### src/pkg/mfid_cfg.svh
// constants of the multi-function input decoder
// included by the package and by the decoder module
`ifndef MFID_CFG_SVH
`define MFID_CFG_SVH
// register byte offsets
`define MFID_OFS_FUNC      7'h00
`define MFID_OFS_MODE      7'h04
`define MFID_OFS_STATUS    7'h08
`define MFID_OFS_JOG       7'h0C
`define MFID_OFS_CTRL      7'h10
`define MFID_PRESET_BIT    6
// function select field layout, 5 bits per terminal
`define MFID_FN_W          5
// mode register fields
`define MFID_MODE_INIT_LSB 0
`define MFID_MODE_FSRC_BIT 4
`define MFID_MODE_STOP_LSB 5
`define MFID_MODE_AFN_LSB  8
`define MFID_MODE_PID_BIT  12
// reset values
`define MFID_RST_FUNC      25'h0A418A2
`define MFID_RST_MODE      13'h0000
`define MFID_RST_FREQ      16'h0000
// function codes of the input terminals
`define MFID_FN_3WIRE      5'h00
`define MFID_FN_2W_STOP    5'h01
`define MFID_FN_STEP1      5'h02
`define MFID_FN_STEP2      5'h03
`define MFID_FN_STEP3      5'h04
`define MFID_FN_STEP4      5'h05
`define MFID_FN_JOG_SEL    5'h06
`define MFID_FN_BB_A       5'h08
`define MFID_FN_BB_B       5'h09
`define MFID_FN_HOLD       5'h0A
`define MFID_FN_OVERHEAT   5'h0B
`define MFID_FN_FORWARD_JOG_INPUT       5'h0C
`define MFID_FN_REVERSE_JOG_INPUT       5'h0D
`define MFID_FN_PID_RST    5'h0E
`define MFID_FN_PID_OFF    5'h0F
`define MFID_FN_EXT_A      5'h10
`define MFID_FN_EXT_B      5'h11
`define MFID_FN_SEARCH1    5'h15
`define MFID_FN_SEARCH2    5'h16
// 3-wire initialisation modes
`define MFID_INIT_3W_A     4'h8
`define MFID_INIT_3W_B     4'hA
`define MFID_INIT_3W_C     4'hC
// timing
`define MFID_CLK_MHZ       100
`define MFID_JOG_CONFL_MS  500
`endif

### src/pkg/mfid_pkg.sv
// types of the multi-function input decoder
// constants live in mfid_cfg.svh
`include "mfid_cfg.svh"
package mfid_pkg;
	typedef enum logic [1:0] {
		RM_2WIRE,
		RM_2WIRE_LATCH,
		RM_3WIRE
	} mfid_run_mode_t;
	typedef enum logic [1:0] {
		RS_STOP,
		RS_FWD,
		RS_REV
	} mfid_run_state_t;
	typedef logic [15:0] mfid_freq_t;
endpackage

### src/logic/mfid_top.sv
// multi-function input decoder: terminals to drive control actions
// assumes terminal levels synchronous to ref_clk, 1 = contact closed
//
// Summary of operation
// - selectors 5..8 must strictly increase
// - both speed search codes flag error
// - init 8/10/12 plus code 00: 3-wire
// - plain 2-wire: fwd, rev, or stop
// - code 01 on terminal 5 latches 2-wire
// - other codes: non-latching 2-wire
// - fwd and rev both on in 2-wire modes: error, stop
// - codes 02-06 select speed and jog
// - step bits form binary index, bit1 lsb
// - step 1 preset or analog by source
// - step 2 aux input when analog select 0
// - baseblock while running blocks, then resumes
// - baseblock in deceleration: coast, stay stopped
// - ramp hold freezes output frequency
// - run off during hold: coast, store
// - overheat input raises self-clearing alarm
// - jog inputs run at jog frequency
// - jog overrides every other reference
// - both jogs over 500 ms: stop
// - integral reset input clears integrator
// - pid disable input gives open loop
// - external fault latches terminal, coasts
`timescale 1ns/10ps
`default_nettype none
`include "mfid_cfg.svh"
module mfid_top #(
	parameter int FW           = 16,
	parameter int JOG_CONFL_CY =
		`MFID_JOG_CONFL_MS * 1000 * `MFID_CLK_MHZ
) (
	input  wire logic             ref_clk,
	input  wire logic             arst_n,
	input  wire logic [6:0]       avs_address,
	input  wire logic             avs_read,
	input  wire logic             avs_write,
	input  wire logic [31:0]      avs_writedata,
	input  wire logic [3:0]       avs_byteenable,
	output logic [31:0]           avs_readdata,
	output logic                  avs_waitrequest,
	input  wire logic             forward_switch,
	input  wire logic             reverse_switch,
	input  wire logic             terminal3_input,
	input  wire logic [3:0]       multi_input,
	input  wire logic             decel_active,
	input  wire mfid_pkg::mfid_freq_t out_freq,
	input  wire mfid_pkg::mfid_freq_t voltage_analog_input,
	input  wire mfid_pkg::mfid_freq_t current_analog_input,
	input  wire mfid_pkg::mfid_freq_t aux_analog_input,
	output logic                  run_fwd,
	output logic                  run_rev,
	output mfid_pkg::mfid_freq_t  freq_ref,
	output logic                  output_block,
	output logic                  coast_stop,
	output logic                  zero_freq,
	output logic                  ramp_hold,
	output mfid_pkg::mfid_freq_t  held_freq,
	output logic                  stop_request,
	output logic [1:0]            stop_method,
	output logic                  setting_error,
	output logic                  freq_cmd_error,
	output logic                  baseblock_alarm,
	output logic                  overheat_alarm,
	output logic                  ext_fault,
	output logic [3:0]            ext_fault_terminal,
	output logic                  pid_integ_reset,
	output logic                  pid_open_loop
);
	import mfid_pkg::*;

	localparam int CW = $clog2(JOG_CONFL_CY + 1);

	// one hit per terminal whose selector equals code; B inverts
	function automatic logic fn_on(input logic [24:0] sel,
			input logic [4:0] lvl, input logic [4:0] code,
			input logic inv);
		logic r;
		r = 1'b0;
		for (int i = 0; i < 5; i++) begin
			if (sel[i*5 +: 5] == code)
				r = r | (lvl[i] ^ inv);
		end
		return r;
	endfunction

	function automatic logic fn_used(input logic [24:0] sel,
			input logic [4:0] code);
		logic r;
		r = 1'b0;
		for (int i = 0; i < 5; i++) begin
			if (sel[i*5 +: 5] == code)
				r = 1'b1;
		end
		return r;
	endfunction

	function automatic logic [31:0] be_merge(input logic [31:0] old,
			input logic [31:0] nw, input logic [3:0] be);
		logic [31:0] r;
		r = old;
		for (int b = 0; b < 4; b++) begin
			if (be[b])
				r[b*8 +: 8] = nw[b*8 +: 8];
		end
		return r;
	endfunction

	// reset release through two flops
	logic [1:0] rst_sync_q;
	wire        rst_n = rst_sync_q[1];
	always_ff @(posedge ref_clk or negedge arst_n) begin
		if (!arst_n)
			rst_sync_q <= 2'b00;
		else
			rst_sync_q <= {rst_sync_q[0], 1'b1};
	end

	// software registers
	logic [24:0]     func_sel_q;
	logic [12:0]     mode_q;
	mfid_freq_t      jog_freq_q;
	mfid_freq_t      preset_q [16];
	logic            wait_q;
	logic [31:0]     rdata_q;

	wire       req       = avs_read | avs_write;
	wire       wr_go     = avs_write & ~wait_q;
	wire       hit_func  = avs_address == `MFID_OFS_FUNC;
	wire       hit_mode  = avs_address == `MFID_OFS_MODE;
	wire       hit_stat  = avs_address == `MFID_OFS_STATUS;
	wire       hit_jog   = avs_address == `MFID_OFS_JOG;
	wire       hit_ctrl  = avs_address == `MFID_OFS_CTRL;
	wire       hit_pre   = avs_address[`MFID_PRESET_BIT] &
		(avs_address[1:0] == 2'b00);
	wire [3:0] pre_idx   = avs_address[5:2];
	wire       fault_clr = wr_go & hit_ctrl & avs_byteenable[0] &
		avs_writedata[0];

	wire [3:0] init_mode  = mode_q[`MFID_MODE_INIT_LSB +: 4];
	wire       freq_src   = mode_q[`MFID_MODE_FSRC_BIT];
	wire [1:0] stop_sel   = mode_q[`MFID_MODE_STOP_LSB +: 2];
	wire [3:0] analog_fn  = mode_q[`MFID_MODE_AFN_LSB +: 4];
	wire       pid_enable = mode_q[`MFID_MODE_PID_BIT];

	logic [31:0] status_w;
	wire [31:0]  rd_mux =
		hit_func ? {7'h00, func_sel_q} :
		hit_mode ? {19'h00000, mode_q} :
		hit_stat ? status_w :
		hit_jog  ? {16'h0000, jog_freq_q} :
		hit_pre  ? {16'h0000, preset_q[pre_idx]} : 32'h00000000;

	// answer one cycle after a request appears
	always_ff @(posedge ref_clk or negedge rst_n) begin
		if (!rst_n) begin
			wait_q  <= 1'b1;
			rdata_q <= 32'h00000000;
		end else begin
			wait_q <= ~(req & wait_q);
			if (avs_read & wait_q)
				rdata_q <= rd_mux;
		end
	end

	logic [31:0] mrg_func, mrg_mode, mrg_jog, mrg_pre;
	assign mrg_func = be_merge({7'h00, func_sel_q}, avs_writedata,
		avs_byteenable);
	assign mrg_mode = be_merge({19'h00000, mode_q}, avs_writedata,
		avs_byteenable);
	assign mrg_jog  = be_merge({16'h0000, jog_freq_q}, avs_writedata,
		avs_byteenable);
	assign mrg_pre  = be_merge({16'h0000, preset_q[pre_idx]},
		avs_writedata, avs_byteenable);

	always_ff @(posedge ref_clk or negedge rst_n) begin
		if (!rst_n) begin
			func_sel_q <= `MFID_RST_FUNC;
			mode_q     <= `MFID_RST_MODE;
			jog_freq_q <= `MFID_RST_FREQ;
			for (int k = 0; k < 16; k++)
				preset_q[k] <= `MFID_RST_FREQ;
		end else if (wr_go) begin
			if (hit_func)
				func_sel_q <= mrg_func[24:0];
			if (hit_mode)
				mode_q <= mrg_mode[12:0];
			if (hit_jog)
				jog_freq_q <= mrg_jog[15:0];
			if (hit_pre)
				preset_q[pre_idx] <= mrg_pre[15:0];
		end
	end

	// terminal order: 3, 5, 6, 7, 8
	wire [4:0] lvl = {multi_input, terminal3_input};
	wire [4:0] sel5 = func_sel_q[5 +: 5];
	wire [4:0] sel6 = func_sel_q[10 +: 5];
	wire [4:0] sel7 = func_sel_q[15 +: 5];
	wire [4:0] sel8 = func_sel_q[20 +: 5];

	wire order_bad = ~((sel5 < sel6) & (sel6 < sel7) & (sel7 < sel8));
	wire search_bad = fn_used(func_sel_q, `MFID_FN_SEARCH1) &
		fn_used(func_sel_q, `MFID_FN_SEARCH2);

	wire init_3w = (init_mode == `MFID_INIT_3W_A) |
		(init_mode == `MFID_INIT_3W_B) |
		(init_mode == `MFID_INIT_3W_C);
	wire mode_3w = init_3w & fn_used(func_sel_q, `MFID_FN_3WIRE);
	wire mode_lat = ~mode_3w & (sel5 == `MFID_FN_2W_STOP);
	wire mfid_run_mode_t run_mode = mode_3w ? RM_3WIRE :
		mode_lat ? RM_2WIRE_LATCH : RM_2WIRE;

	wire bb_in   = fn_on(func_sel_q, lvl, `MFID_FN_BB_A, 1'b0) |
		fn_on(func_sel_q, lvl, `MFID_FN_BB_B, 1'b1);
	wire ext_in  = fn_on(func_sel_q, lvl, `MFID_FN_EXT_A, 1'b0) |
		fn_on(func_sel_q, lvl, `MFID_FN_EXT_B, 1'b1);
	wire hold_in = fn_on(func_sel_q, lvl, `MFID_FN_HOLD, 1'b0);
	wire oh_in   = fn_on(func_sel_q, lvl, `MFID_FN_OVERHEAT, 1'b0);
	wire forward_jog_input_in = fn_on(func_sel_q, lvl, `MFID_FN_FORWARD_JOG_INPUT, 1'b0);
	wire reverse_jog_input_in = fn_on(func_sel_q, lvl, `MFID_FN_REVERSE_JOG_INPUT, 1'b0);
	wire pidr_in = fn_on(func_sel_q, lvl, `MFID_FN_PID_RST, 1'b0);
	wire pido_in = fn_on(func_sel_q, lvl, `MFID_FN_PID_OFF, 1'b0);
	wire jsel_in = fn_on(func_sel_q, lvl, `MFID_FN_JOG_SEL, 1'b0);
	wire [3:0] step_idx = {
		fn_on(func_sel_q, lvl, `MFID_FN_STEP4, 1'b0),
		fn_on(func_sel_q, lvl, `MFID_FN_STEP3, 1'b0),
		fn_on(func_sel_q, lvl, `MFID_FN_STEP2, 1'b0),
		fn_on(func_sel_q, lvl, `MFID_FN_STEP1, 1'b0)};

	// latched run state for 3-wire and latching 2-wire
	mfid_run_state_t rs_q, rs_d;
	wire t5 = multi_input[0];
	always_comb begin
		rs_d = rs_q;
		case (run_mode)
			// reverse switch is the normally closed stop
			RM_3WIRE: begin
				if (!reverse_switch)
					rs_d = RS_STOP;
				else if (forward_switch || rs_q != RS_STOP)
					rs_d = t5 ? RS_REV : RS_FWD;
			end
			RM_2WIRE_LATCH: begin
				if (t5 || (forward_switch && reverse_switch))
					rs_d = RS_STOP;
				else if (forward_switch)
					rs_d = RS_FWD;
				else if (reverse_switch)
					rs_d = RS_REV;
			end
			default: rs_d = RS_STOP;
		endcase
	end
	always_ff @(posedge ref_clk or negedge rst_n) begin
		if (!rst_n)
			rs_q <= RS_STOP;
		else
			rs_q <= rs_d;
	end

	wire both_on  = forward_switch & reverse_switch;
	wire cmd_err  = (run_mode != RM_3WIRE) & both_on;
	wire w2_fwd   = forward_switch & ~reverse_switch;
	wire w2_rev   = reverse_switch & ~forward_switch;
	wire base_fwd = (run_mode == RM_2WIRE) ? w2_fwd : rs_q == RS_FWD;
	wire base_rev = (run_mode == RM_2WIRE) ? w2_rev : rs_q == RS_REV;

	// jog conflict timer
	logic [CW-1:0] jog_cnt_q;
	logic          jog_to_q;
	logic          jog_rev_q;
	wire           jog_both = forward_jog_input_in & reverse_jog_input_in;
	always_ff @(posedge ref_clk or negedge rst_n) begin
		if (!rst_n) begin
			jog_cnt_q <= '0;
			jog_to_q  <= 1'b0;
			jog_rev_q <= 1'b0;
		end else begin
			if (!jog_both) begin
				jog_cnt_q <= '0;
				jog_to_q  <= 1'b0;
			end else if (jog_cnt_q == CW'(JOG_CONFL_CY)) begin
				jog_to_q <= 1'b1;
			end else begin
				jog_cnt_q <= jog_cnt_q + CW'(1);
			end
			// direction held while both are pressed
			if (forward_jog_input_in ^ reverse_jog_input_in)
				jog_rev_q <= reverse_jog_input_in;
		end
	end
	wire jog_run = (forward_jog_input_in | reverse_jog_input_in) & ~jog_to_q;
	wire jog_dir = (forward_jog_input_in ^ reverse_jog_input_in) ? reverse_jog_input_in : jog_rev_q;
	wire cmd_fwd = jog_run ? ~jog_dir : base_fwd & ~cmd_err;
	wire cmd_rev = jog_run ? jog_dir : base_rev & ~cmd_err;
	wire run_cmd = cmd_fwd | cmd_rev;

	// baseblock, hold release and fault state
	logic       bb_stop_q;
	logic       hold_rel_q;
	logic       fault_q;
	logic [3:0] fault_term_q;
	mfid_freq_t held_q;
	wire        fault_any = fault_q | ext_in;
	wire [3:0]  term_num =
		fn_on(func_sel_q, 5'b00001 & lvl, `MFID_FN_EXT_A, 1'b0) |
		fn_on(func_sel_q, 5'b00001 & ~lvl, `MFID_FN_EXT_B, 1'b0) ?
			4'h3 :
		fn_on(func_sel_q, 5'b00010 & lvl, `MFID_FN_EXT_A, 1'b0) |
		fn_on(func_sel_q, 5'b00010 & ~lvl, `MFID_FN_EXT_B, 1'b0) ?
			4'h5 :
		fn_on(func_sel_q, 5'b00100 & lvl, `MFID_FN_EXT_A, 1'b0) |
		fn_on(func_sel_q, 5'b00100 & ~lvl, `MFID_FN_EXT_B, 1'b0) ?
			4'h6 :
		fn_on(func_sel_q, 5'b01000 & lvl, `MFID_FN_EXT_A, 1'b0) |
		fn_on(func_sel_q, 5'b01000 & ~lvl, `MFID_FN_EXT_B, 1'b0) ?
			4'h7 : 4'h8;

	always_ff @(posedge ref_clk or negedge rst_n) begin
		if (!rst_n) begin
			bb_stop_q    <= 1'b0;
			hold_rel_q   <= 1'b0;
			fault_q      <= 1'b0;
			fault_term_q <= 4'h0;
			held_q       <= `MFID_RST_FREQ;
		end else begin
			// stay stopped after baseblock in decel
			if (bb_in && decel_active)
				bb_stop_q <= 1'b1;
			else if (!run_cmd)
				bb_stop_q <= 1'b0;
			if (hold_in && !run_cmd && !hold_rel_q) begin
				hold_rel_q <= 1'b1;
				held_q     <= out_freq;
			end else if (!hold_in) begin
				hold_rel_q <= 1'b0;
			end
			// fault latch, new fault beats clear
			if (ext_in && !fault_q) begin
				fault_q      <= 1'b1;
				fault_term_q <= term_num;
			end else if (fault_clr && !ext_in) begin
				fault_q <= 1'b0;
			end
		end
	end

	// reference selection
	wire [16:0] an_sum = {1'b0, voltage_analog_input} +
		{1'b0, current_analog_input};
	wire mfid_freq_t an_ref = an_sum[16] ? 16'hFFFF : an_sum[15:0];
	wire mfid_freq_t step1 = freq_src ? an_ref : preset_q[0];
	wire mfid_freq_t step2 = (analog_fn == 4'h0) ?
		aux_analog_input : preset_q[1];
	wire mfid_freq_t step_ref = (step_idx == 4'h0) ? step1 :
		(step_idx == 4'h1) ? step2 : preset_q[step_idx];
	wire mfid_freq_t ref_sel = (jog_run | jsel_in) ?
		jog_freq_q : step_ref;

	// baseblock blocks output, resumes on clear unless it came during decel (then held until run is removed)
	wire block_now = bb_in | bb_stop_q | fault_any | jog_to_q |
		hold_rel_q;
	wire coast_now = fault_any | hold_rel_q | bb_stop_q |
		(bb_in & decel_active);
	wire set_err   = order_bad | search_bad;

	assign status_w = {18'h00000, fault_term_q, pid_open_loop,
		jog_to_q, ramp_hold, fault_q, oh_in, bb_in, cmd_err,
		set_err, run_rev, run_fwd};

	always_ff @(posedge ref_clk or negedge rst_n) begin
		if (!rst_n) begin
			run_fwd         <= 1'b0;
			run_rev         <= 1'b0;
			freq_ref        <= `MFID_RST_FREQ;
			output_block    <= 1'b0;
			coast_stop      <= 1'b0;
			zero_freq       <= 1'b0;
			ramp_hold       <= 1'b0;
			stop_request    <= 1'b0;
			setting_error   <= 1'b0;
			freq_cmd_error  <= 1'b0;
			baseblock_alarm <= 1'b0;
			overheat_alarm  <= 1'b0;
			pid_integ_reset <= 1'b0;
			pid_open_loop   <= 1'b0;
		end else begin
			run_fwd         <= cmd_fwd & ~block_now;
			run_rev         <= cmd_rev & ~block_now;
			freq_ref        <= ref_sel;
			output_block    <= block_now;
			coast_stop      <= coast_now;
			zero_freq       <= bb_stop_q | (bb_in & decel_active);
			ramp_hold       <= hold_in & ~hold_rel_q;
			stop_request    <= jog_to_q;
			setting_error   <= set_err;
			freq_cmd_error  <= cmd_err;
			baseblock_alarm <= bb_in;
			overheat_alarm  <= oh_in;
			pid_integ_reset <= pidr_in;
			pid_open_loop   <= pido_in | ~pid_enable;
		end
	end

	assign avs_readdata       = rdata_q;
	assign avs_waitrequest    = wait_q;
	assign held_freq          = held_q;
	assign ext_fault          = fault_q;
	assign ext_fault_terminal = fault_term_q;
	assign stop_method        = stop_sel;
endmodule
`default_nettype wire

### config.mk
export PLATFORM = sky130hd
export DESIGN_NAME = mfid_top
export DESIGN_NICKNAME = d
export VERILOG_FILES = /design/src/pkg/mfid_pkg.sv /design/src/logic/mfid_top.sv
export VERILOG_INCLUDE_DIRS = /design/src /design/src/pkg
export SDC_FILE = /design/constraint.sdc
export NUM_CORES = 1
export LEC_CHECK = 0
export BUFFER_PORTS_ARGS = -buffer_cell sky130_fd_sc_hd__buf_2
export CORE_UTILIZATION = 35
export CTS_BUF_LIST = sky130_fd_sc_hd__clkbuf_16
export CTS_CLUSTER_DIAMETER = 60
export DETAILED_ROUTE_END_ITERATION = 8
export PLACE_DENSITY = 0.52
export SYNTH_ARGS = -nofsm -noshare
export SYNTH_HDL_FRONTEND = slang
export SYNTH_SLANG_ARGS = --single-unit
### constraint.sdc
create_clock -name ref_clk -period 25.4 [get_ports ref_clk]
set_input_delay 3.81 -clock ref_clk [delete_from_list [all_inputs] [get_ports ref_clk]]
set_output_delay 3.81 -clock ref_clk [all_outputs]
set_load 0.1 [all_outputs]
Yosys cells after proc, flatten, opt, wreduce, memory -nomap -nowiden
Index checks and enable logic that the tools add are counted.
W data, S select, Z words.
- flip-flop bits (word level): 427
- latch bits: 0
- RAM bits: 0
- ROM bits: 0
- bits of input ports: 119
- output and inout bits: 85
- word-level logic and storage cells: 474
- memories kept: 0
- $add $sub $neg: 2
- $mul: 0
- divide/modulo/power cells: 0
- order comparisons: 6
- equal/unequal tests: 106
- shifts and indexed selects: 0
- muxes and demuxes: 147
- bitwise operators: 128
- reduce and logical (&&, ||, !) cells: 35
- operators by type and width (cell ; number):
    $bwmux W256 ; 1
    $mux W16 ; 15
    $eq A5 B4 Y1 const B ; 40
    $bmux W16 S4 ; 2
    $mux W1 ; 111
    $eq A5 B5 Y1 const B ; 20
    $or A1 B1 Y1 ; 83
    $eq A5 B3 Y1 const B ; 15
    $demux W16 S4 ; 1
    $mux W26 ; 2
    $eq A5 B2 Y1 const B ; 10
    $add A26 B1 Y26 const B ; 1
    $eq A26 B26 Y1 const B ; 1
    $logic_not A5 Y1 ; 5
    $mux W25 ; 1
    $and A1 B1 Y1 ; 24
    $reduce_and A3 Y1 ; 8
    $add A16 B16 Y17 ; 1
    $not A1 Y1 ; 17
    $mux W4 ; 4
    $mux W8 ; 2
    $lt A5 B5 Y1 ; 3
    $eq A7 B4 Y1 const B ; 2
    $mux W2 ; 7
    other kinds (25) ; 48

Depth between registers and ports, before layout
Gate-level depths: netlist (run 1).
- depth in word-level cells: 21
- gate-level depth with buffers: 13
- gate-level depth less buffers: 11

Worst setup path before layout (run 1)
No wires, ideal clock.
- path type: input port to flip-flop
- start point: in avs_address[3]
- end point: reg preset_q[222] (netlist name)
- library setup time: 0.133 ns
- arrival: 5.945 ns
- data required time: 25.267 ns
- path slack: 19.322 ns
- stages on the path: 8
- cells stage by stage: buf_2 > buf_2 > buf_1 > mux4_2 > mux4_2 > mux2i_1 > buf_2 > o21ai_0
- word-level cells in the longest chain between the ends: 6
- RTL lines (what ; RTL line ; text):
    start: declaration ; mfid_top.sv:37 ; input wire logic [6:0] avs_address,
    $not A4 Y5 (implied by the code) * ; mfid_top.sv:175, mfid_top.sv:193 ;
    $ge A5 B5 Y1 (implied by the code) (tied with other cells) ; mfid_top.sv:193 ; preset_q[pre_idx] <= mrg_pre[15:0];
    $logic_and A1 B1 Y1 (implied by the code) / $mux W16 (equally long branches) ; mfid_top.sv:193, mfid_top.sv:175 ;
    $mux W16 (on tied branches) ; mfid_top.sv:193, mfid_top.sv:175 ;
    $demux W16 S4 / $mux W8 (equally long branches) ; mfid_top.sv:193, mfid_top.sv:105 ;
    $bwmux W256 * ; mfid_top.sv:193 ;
    end signal: indexed assignment ; mfid_top.sv:184 ; preset_q[k] <= `MFID_RST_FREQ;
    end signal: indexed assignment ; mfid_top.sv:193 ;
    end: declaration ; mfid_top.sv:125 ; mfid_freq_t preset_q [16];
Mark *: on every way between the ends. The rest lies on a longest branch, timed or not. The select of a mux whose other input is x is not followed.
A chain may end at the register's enable or synchronous reset.

Worst setup path after layout (run 1)
- start point: in avs_address[2]
- end point: reg preset_q[157] (netlist name)
Same word-level chain as after synthesis.

==> summary.md, run 1 <==
| Metric | Value |
|---|---|
| Synth Area in Simple Gates | `0.172` |
| Max_slew headroom | `0.0247` |
| Vias per cell | `5.76` |
| Total negative slack | `0 ps` |
| WHS Endpoint | `rst_sync_q[1]` |
| Synth async-reset ratio | `1.00` |
| Die X | `258 um` |
| Max Clk Rate | `134 MHz` |
| RePlAce Congestion | `0.917` |
| Crit path required time | `25810 ps` |
| Top post-synthesis cells by count | `dfrtp_1 (411), nand2_1 (379), nor2_1 (204), a21oi_1 (179), o21ai_0 (174)` |
| # IOs | `204` |
| Area share of the largest cell type after synthesis | `0.448` |
| PortBufs | `189` |
| Clock tree buffer depth | `3` |
| Worst reg2reg path startpoint | `func_sel_q[15]` |
| Fin. Hold Viols | `0` |
| Max-Cap Viols | `0` |
| # resized after CTS | `0` |
| Hold slack | `346 ps` |
| First-pass GRT wire length | `124000 um` |
| Fin crit share | `0.293` |
| Final HPWL DP | `56500 um` |
| Post-Synth Adder-Cell Area | `0.0183` |
| Cell accounting for the most synthesized area | `dfrtp_1` |
| Max Clock Skew | `20.4 ps` |
| R2r endpoint | `freq_ref[0]` |
| CTS tree | `built` |
| Final wirelength | `82900 um` |
| H-tree Lvls | `2` |
| Hold-fix buffers, CTS | `0` |
| Post-synth EDFFs | `0` |
| Total gr overflow | `0` |
| Clk sink count | `420` |
| GRT Overall Usage | `0.248` |
| Reg2Reg Depth | `9` |
| Worst-path fanout max | `42` |
| Area growth from synthesis to layout | `13.5%` |
| Post-synthesis mux area share | `0.142` |
| Rows | `93` |
| Synth unique cells | `91` |
| Avg Cell Area, Syn | `9.78 um^2` |
| Core Region | `64700 um^2` |
| Tmin final | `7440 ps` |
| Post-Syn Instances | `2349` |
| Primary FF master, synth | `dfrtp_1` |
| FF+latch count, synth | `420` |
| Layout fillers | `6464` |
| Post-Syn Area | `23000 um^2` |
| Vias in the first global route | `19100` |
| Layout cell share with drive strength beyond 1 | `0.206` |
| Post-CTS Setup Inserts | `0` |
| Startpoint types | `input port` |
| Worst skew pair latency | `620 ps` |
| Final net count | `2612` |
| Pre-antenna DRT Iters | `5` |
| Routed Antenna Nets | `0` |
| Final setup vio count | `0` |
| Synth Area in Compound Gates | `0.148` |
| Clock root buffer | `clkbuf_16` |
| Largest net degree at the start of global routing | `154` |
| Cell leakage power | `11.6 nW` |
| CP Capture Type | `flop` |
| Clock transition at path regs | `60 ps` |
| Die H | `258 um` |
| Hold Path Depth | `0` |
| R2R Setup Slk | `20960 ps` |
| P per Cell Area | `63.1 nW/um^2` |
| Vias | `19300` |
| DR WL/cell | `24.7 um` |
| Largest family of logic cells by synthesized area | `simple AND/OR/NAND/NOR gates` |
| Status | `finished clean` |
| Multi-input logic area | `11500 um^2` |
| Classification of the worst setup path | `in2reg` |
| DRT iter0 DRCs | `1655` |
| Yosys warns | `0` |
| Initial antenna violation count | `3` |
| FF/Latch Area | `10500 um^2` |
| Starting Density | `0.355` |
| Top cells by area, synth | `dfrtp_1 (45%), mux4_2 (7.8%), nand2_1 (6.2%)` |
| Count leader, synth | `dfrtp_1` |
| CTS Buf Count | `49` |
| VDD IR max | `0.0476 mV` |
| Post-Synth XOR/XNOR Area | `0.0145` |
| Unrepaired setup endpoints after global routing | `false` |
| Hold path startpoint | `rst_sync_q[0]` |
| Seq/Total Area, Yosys | `0.458` |
| Pins Over Slew Limit | `0` |
| WP data arrival | `7850 ps` |
| Hold WC Path Type | `reg2reg` |
| DRC | `0` |
| Die ar. | `66700 um^2` |
| Tightest Pin Transition | `1420 ps` |
## kinds of logic (layout without fill, tap and decap cells)
kind of cell,after synthesis,after routing
AND/OR/NAND/NOR,858,858
AO/OA/AOI/OAI,560,560
flip-flops,420,420
buffers and inverters,222,364
multiplexers,216,216
XOR/XNOR,38,38
adder cells (fa/ha/maj),33,33
other,2,10
## per-stage QoR
stage	worst slack (ps)	cells	area (um^2)	power, mW	utilization
floorplan	12840	2355	23000	0.890	-
global placement	17410	3263	24500	0.964	0.379
detailed placement	17390	3263	24500	0.968	0.379
CTS	18020	3351	26100	1.66	0.403
global route	17770	3354	26100	1.71	0.403
finish	17960	3354	26100	1.65	0.403
## placed cells by master, fill, tap and decap left out, drive strengths merged, types with 16 or more instances in the layout
master / netlist / final
and2: 26 / 26
nand2: 380 / 380
o31ai: 16 / 16
nor3: 25 / 25
inv: 41 / 54
mux4: 80 / 80
nand2b: 19 / 19
o21ai: 178 / 178
clkinv: 0 / 20
mux2i: 54 / 54
a31oi: 23 / 23
nand3: 76 / 76
o22ai: 19 / 19
clkbuf: 86 / 49
o221ai: 23 / 23
nor2: 205 / 205
mux2: 82 / 82
and3: 22 / 22
nand4: 27 / 27
a22oi: 21 / 21
buf: 95 / 235
nor2b: 19 / 19
ha: 32 / 32
dfrtp: 411 / 411
a21oi: 179 / 179
xnor2: 27 / 27
## routing by layer
metal,vias to the layer above,wire length (um),GRT usage
met5,-,11,0
met4,2,3130,0.0911
met3,169,6230,0.0512
met2,752,38500,0.395
met1,9735,35000,0.333
li1,8674,-,-
## power breakdown
group | internal, mW | switching, mW | total, mW | leakage [nW]
logic | 0.0719 | 0.159 | 0.231 | 5.08
clock network | 0.392 | 0.295 | 0.686 | 0.784
registers | 0.700 | 0.0286 | 0.728 | 5.74
## worst max-delay path, cell delays in order
cell and delay (ps):
buf_4 700, buf_4 800, mux4_2 640, mux4_2 510
mux2i_1 1060, o21ai_0 290
## sequential cells by signal, summed over array words and instances, names as in the netlist, 2 cells and up
name,cells
avs_readdata,25
rst_sync_q,2
func_sel_q,25
jog_freq_q,16
rs_q,2
preset_q,256
mode_q,13
held_freq,16
jog_cnt_q,26
freq_ref,16
ext_fault_terminal,4
## how the worst max path moves through the flow
stage,from,endpoint,slack (ps),cells past startpoint
floorplan,rst_sync_q[1],avs_readdata[0],12840,0
detailed placement,avs_address[2],preset_q[197],17390,6
finish,avs_address[2],preset_q[157],17960,6
global route,avs_address[2],preset_q[157],17770,6
global placement,avs_address[2],preset_q[197],17410,6
CTS,avs_address[2],preset_q[197],18020,6
## layout make-up
cell class	count	area share
clock inverter	39	0.0118
inverter	41	0.00590
tap	855	0.0410
antenna	2	0.000192
multi-input combinational	1713	0.440
sequential	420	0.404
clock buffer	49	0.0470
timing repair buffer	235	0.0502
No activity file was read; power rests on OpenSTA's default activity.
==> run 2: changes to the inputs <==
==> constraint.sdc (replaced) <==
create_clock -name ref_clk -period 7.2 [get_ports ref_clk]
set_input_delay 1.08 -clock ref_clk [delete_from_list [all_inputs] [get_ports ref_clk]]
set_output_delay 1.08 -clock ref_clk [all_outputs]
set_load 0.1 [all_outputs]
==> summary.md, run 2 (synthesis gave the netlist of run 1 again) <==
| Metric | Value |
|---|---|
| Status | `finished clean` |
| Final setup vio count | `0` |
| DRT iter0 DRCs | `1984` |
| Final HPWL DP | `56300 um` |
| Initial antenna violation count | `2` |
| Pins Over Slew Limit | `0` |
| Tightest Pin Transition | `1370 ps` |
| Most common cell after layout, fill and taps aside | `dfrtp_1` |
| P per Cell Area | `223 nW/um^2` |
| DR WL/cell | `24.7 um` |
| Max Clock Skew | `36.9 ps` |
| Final wirelength | `83000 um` |
| Clock tree buffer depth | `3` |
| Biggest regs | `preset_q (256), jog_cnt_q (26)` |
| Largest Register | `preset_q` |
| H-tree Lvls | `2` |
| Layout cell share with drive strength beyond 1 | `0.207` |
| Cell leakage power | `11.6 nW` |
| Max Clk Rate | `234 MHz` |
| Fin cells | `3355` |
| Multi-input logic area | `11500 um^2` |
| Inserted Diodes | `0` |
| Classification of the worst setup path | `in2reg` |
| VDD IR max | `0.138 mV` |
| Core Region | `64700 um^2` |
| CP max stage cell | `mux2i_1` |
| Hold slack | `173 ps` |
| Final critical-path setup slack | `2930 ps` |
| Max_slew headroom | `0.0619` |
| Layout fillers | `6393` |
| PortBufs | `189` |
| Worst reg2reg path startpoint | `func_sel_q[15]` |
| CTS tree | `built` |
| Starting Density | `0.355` |
| Reg2Reg Depth | `8` |
| Clock root buffer | `clkbuf_16` |
| Vias | `19200` |
| Crit-path cells | `buf_4, buf_4, mux4_2, mux4_2, mux2i_1, o21ai_0` |
| Most used routing layer | `met2` |
| Worst skew pair latency | `610 ps` |
| Startpoint types | `input port` |
| Unrepaired setup endpoints after global routing | `false` |
| Fin crit share | `0.594` |
| Final net count | `2613` |
| Pre-CTS setup slack | `2260 ps` |
| CTS Buf Count | `48` |
| CP Launch Point | `avs_address[2]` |
| Vias in the first global route | `18800` |
| First-pass GRT wire length | `124000 um` |
| Pre-antenna DRT Iters | `7` |
| Worst setup path endpoint | `preset_q[160]` |
| Die X | `258 um` |
| Total power after layout | `5.83 mW` |
| Largest net degree at the start of global routing | `143` |
| Most frequent cells in the layout | `dfrtp_1 (410), nand2_1 (375), nor2_1 (198), buf_2 (187), a21oi_1 (179)` |
| Rows | `93` |
| Crit path required time | `7610 ps` |
| Fin. Hold Viols | `0` |
| R2r endpoint | `freq_ref[12]` |
| Tmin final | `4270 ps` |
| WP data arrival | `4680 ps` |
| Area growth from synthesis to layout | `13.6%` |
| Die ar. | `66700 um^2` |
| Dpl cells | `3264` |
| Routed Antenna Nets | `0` |
| Met3 Usage GRT | `0.0456` |
| Vias per cell | `5.74` |
| # resized after CTS | `0` |
| Post-CTS Setup Inserts | `0` |
| Post-route cell area | `26100 um^2` |
| FF/Latch Area | `10500 um^2` |
| Hold-fix buffers, CTS | `0` |
| GRT Overall Usage | `0.248` |
| Max-Cap Viols | `0` |
| Max FFs per register | `256` |
| M1 GR Usage | `0.341` |
| Worst-path fanout max | `42` |
| Total gr overflow | `0` |
| R2R Setup Slk | `3070 ps` |
| CP Capture Type | `flop` |
| Grt met2 use | `0.392` |
| Core Util, Final | `0.404` |
| DRC | `0` |
| Dpl cell area | `24500 um^2` |
| Clock transition at path regs | `60 ps` |
| Hold WC Path Type | `reg2async` |
| # IOs | `204` |
| RePlAce Congestion | `0.918` |
| Total negative slack | `0 ps` |
| Clk sink count | `420` |
| Die H | `258 um` |
| Max stage delay on crit path | `1000 ps` |
[run 2: routing by layer]
layer	up-vias	wire (um)
li1	8665	-
met4	0	2790
met3	140	6440
met2	803	38400
met5	-	0
met1	9636	35400
[run 2: layout make-up]
cell class | instances | area share
Multi-Input combinational cell | 1713 | 0.440
Sequential cell | 420 | 0.403
Timing Repair Buffer | 237 | 0.0507
Clock buffer | 48 | 0.0460
Tap cell | 855 | 0.0410
Clock inverter | 41 | 0.0134
Inverter | 41 | 0.00589
[run 2: how the worst min path moves through the flow]
stage               depth (start not counted)  slack, ps            end           from
global placement                            0        180   jog_cnt_q[8]  rst_sync_q[1]
finish                                      0        170  jog_cnt_q[21]  rst_sync_q[1]
CTS                                         0        190  jog_cnt_q[16]  rst_sync_q[1]
floorplan                                   0        330  rst_sync_q[1]  rst_sync_q[0]
detailed placement                          0        180   jog_cnt_q[9]  rst_sync_q[1]
global route                                0        200   jog_cnt_q[9]  rst_sync_q[1]
[run 2: power by group]
| group | total [mW] | internal [mW] | switching (mW) |
|---|---|---|---|
| registers | 2.56 | 2.47 | 0.0943 |
| logic | 0.818 | 0.254 | 0.564 |
| clock network | 2.45 | 1.42 | 1.03 |
[run 2: worst max-delay path, delay by kind of cell]
kind	cells	cell delay, ps
AO/OA/AOI/OAI	1	240
buffers and inverters	2	1170
multiplexers	3	2130
==> run 3: changes to the inputs <==
--- a/config.mk
+++ b/config.mk
@@ -6,12 +6,13 @@
 export SDC_FILE = /design/constraint.sdc
 export NUM_CORES = 1
 export LEC_CHECK = 0
+export ABC_AREA = 1
 export BUFFER_PORTS_ARGS = -buffer_cell sky130_fd_sc_hd__buf_2
 export CORE_UTILIZATION = 35
 export CTS_BUF_LIST = sky130_fd_sc_hd__clkbuf_16
 export CTS_CLUSTER_DIAMETER = 60
 export DETAILED_ROUTE_END_ITERATION = 8
-export PLACE_DENSITY = 0.52
+export PLACE_DENSITY = 0.53
 export SYNTH_ARGS = -nofsm -noshare
 export SYNTH_HDL_FRONTEND = slang
 export SYNTH_SLANG_ARGS = --single-unit
==> constraint.sdc (replaced) <==
create_clock -name ref_clk -period 3.6 [get_ports ref_clk]
set_input_delay 0.54 -clock ref_clk [delete_from_list [all_inputs] [get_ports ref_clk]]
set_output_delay 0.54 -clock ref_clk [all_outputs]
set_load 0.1 [all_outputs]
==> summary.md, run 3 <==
| Metric | Value |
|---|---|
| Seq/Total Area, Yosys | `0.453` |
| Clock transition at path regs | `60 ps` |
| DR WL/cell | `20.9 um` |
| Rows | `94` |
| Area share of the largest cell type after synthesis | `0.443` |
| Multi-input logic area | `10900 um^2` |
| Max Clock Skew | `26.2 ps` |
| Synth unique cells | `54` |
| VDD IR max | `0.391 mV` |
| GRT Overall Usage | `0.260` |
| Final wirelength | `87700 um` |
| RePlAce Congestion | `0.955` |
| Inserted Diodes | `0` |
| Unrepaired setup endpoints after global routing | `false` |
| Tightest Pin Transition | `1030 ps` |
| Dpl cells | `4103` |
| CP Capture Type | `flop` |
| H-tree Lvls | `2` |
| Post-Syn Instances | `3114` |
| NetSw | `3.55 mW` |
| Initial antenna violation count | `3` |
| DRC | `0` |
| Vias in the first global route | `21000` |
| Vias per cell | `5.34` |
| Count leader, synth | `nand2_1` |
| Startpoint types | `flop` |
| Biggest regs | `preset_q (256), jog_cnt_q (26)` |
| Final net count | `3446` |
| Int Pwr | `8.30 mW` |
| Most frequent cells in the layout | `nand2_1 (1016), dfrtp_1 (410), o21ai_0 (404), inv_1 (267), buf_2 (189)` |
| WP data arrival | `3560 ps` |
| Die H | `260 um` |
| Primary FF master, synth | `dfrtp_1` |
| Die ar. | `67400 um^2` |
| Most common cell after layout, fill and taps aside | `nand2_1` |
| Core Region | `65700 um^2` |
| Clk sink count | `420` |
| Sw frac | `0.299` |
| Fin cells | `4201` |
| Max-Cap Viols | `0` |
| Max stage delay on crit path | `440 ps` |
| Top post-synthesis cells by count | `nand2_1 (1016), dfrtp_1 (411), o21ai_0 (404), inv_1 (260), nor2_1 (172)` |
| Pre-antenna DRT Iters | `8` |
| DRT iter0 DRCs | `2482` |
| Comb pwr share | `0.142` |
| Pins Over Slew Limit | `0` |
| # resized after CTS | `0` |
| Hold slack | `109 ps` |
| Fin crit share | `0.852` |
| Crit path top cell by count | `nand2_1` |
| Cell leakage power | `12.7 nW` |
| Crit path required time | `4100 ps` |
| Classification of the worst setup path | `reg2reg` |
| Max_slew headroom | `0.314` |
| First-pass GRT wire length | `134000 um` |
| Hold WC Path Type | `in2reg` |
| Layout cell share with drive strength beyond 1 | `0.134` |
| Area growth from synthesis to layout | `17.1%` |
| FF/Latch Area | `10500 um^2` |
| Crit-path cells | `inv_1, nand2_1, nor2_1, nand2_1, nand2_2, inv_2, nand2_4, nand2_1, nor2_2, nand2_1, nand3_1, nor2_1, nand2_1, nand2_1, nand2_1, nand2_1` |
| Largest net degree at the start of global routing | `101` |
| CTS Buf Count | `52` |
| Post-synth EDFFs | `0` |
| FF+latch count, synth | `420` |
| Crit path max-delay family | `simple AND/OR/NAND/NOR gates` |
| Starting Density | `0.353` |
| Total gr overflow | `0` |
| CP max stage cell | `dfrtp_1` |
| Cell accounting for the most synthesized area | `dfrtp_1` |
| Yosys warns | `0` |
| Layout fillers | `6947` |
| Top cells by area, synth | `dfrtp_1 (44%), nand2_1 (16%), o21ai_0 (8.7%)` |
| Reg power frac | `0.425` |
| PortBufs | `189` |
| Tmin final | `3070 ps` |
| Routed Antenna Nets | `0` |
| Clock root buffer | `clkbuf_16` |
| Vias | `22400` |
| Max FFs per register | `256` |
| P per Cell Area | `436 nW/um^2` |
| Worst skew pair latency | `620 ps` |
| Max Clk Rate | `326 MHz` |
| Pre-CTS setup slack | `526 ps` |
| Die X | `260 um` |
| Final HPWL DP | `63400 um` |
| Post-Syn Area | `23200 um^2` |
| Largest Register | `preset_q` |
| Status | `finished clean` |
| Clock tree buffer depth | `3` |
| # IOs | `204` |
| Avg Cell Area, Syn | `7.46 um^2` |
| WP buf/inv | `2` |
| Final setup vio count | `0` |
| Worst-path fanout max | `16` |
| Synth async-reset ratio | `1.00` |
| Final critical-path setup slack | `534 ps` |
| Clock power share | `0.433` |
| Total negative slack | `0 ps` |
| Fin. Hold Viols | `0` |
| CTS tree | `built` |
[run 3: cell types whose count changed after synthesis, sizes merged, moves of 37 or more]
cell	before	now
nand2	380	1030
mux2	82	8
o21ai	178	441
nand3	76	149
a21oi	179	101
mux4	80	0
mux2i	54	2
a22oi	21	75
nand4	27	66
inv	41	275
buf	95	58
[run 3: final cells by class]
cell class	instances	share of cell area
timing repair buffer	291	0.0713
multi-input combinational	2252	0.402
tap	864	0.0398
sequential	420	0.387
inverter	277	0.0384
clock buffer	53	0.0488
clock inverter	44	0.0128
[run 3: metrics by stage]
step,instance area [um^2],util,power [mW]
final,27200,0.414,11.8
after global routing,27200,0.414,12.3
after CTS,27200,0.414,12.0
after detailed placement,25500,0.388,6.78
after global placement,25500,0.388,6.77
after floorplan,23300,-,6.18
[run 3: power groups by stage]
stage	sequential (mW)	combinational, mW	clock (mW)
detailed placement	5.11	1.67	0
global placement	5.11	1.66	0
finish	5.03	1.68	5.14
global route	5.05	1.83	5.45
CTS	5.03	1.67	5.26
floorplan	5.41	0.768	0
[run 3: cells by family (layout without fill, tap and decap cells)]
logic type / count (synthesis) / count (layout) / synth area share
other cells: 2 / 8 / 0.000323
simple gates: 1462 / 1462 / 0.259
buf+inv: 448 / 665 / 0.0781
mux: 10 / 10 / 0.00474
compound gates: 726 / 726 / 0.182
xor+xnor: 13 / 13 / 0.00490
fa+ha+maj: 33 / 33 / 0.0181
flops: 420 / 420 / 0.453
[run 3: per-layer routing]
metal,GRT usage,routed length (um)
met3,0.0428,7140
met2,0.384,37600
met5,0,13
met4,0.0711,2280
met1,0.389,40700
[run 3: path summary, 6_finish.rpt]
check	endpoint	start	slack (ps)	depth (start not counted)
worst max-delay path	freq_ref[9]	func_sel_q[10]	530	16
worst min-delay path	avs_waitrequest	avs_read	110	2
worst max register to register	freq_ref[9]	func_sel_q[10]	530	16
worst min register to register	held_freq[5]	rst_sync_q[1]	310	0
max in group asynchronous	preset_q[210]	rst_sync_q[1]	2290	1
min in group asynchronous	rst_sync_q[1]	arst_n	260	2
[run 3: what timing repair did]
action	4_1_cts	5_1_grt
endpoints found under the setup margin	0	0
endpoints found under the hold margin	2	0
hold buffers	1	0
setup buffers	0	0
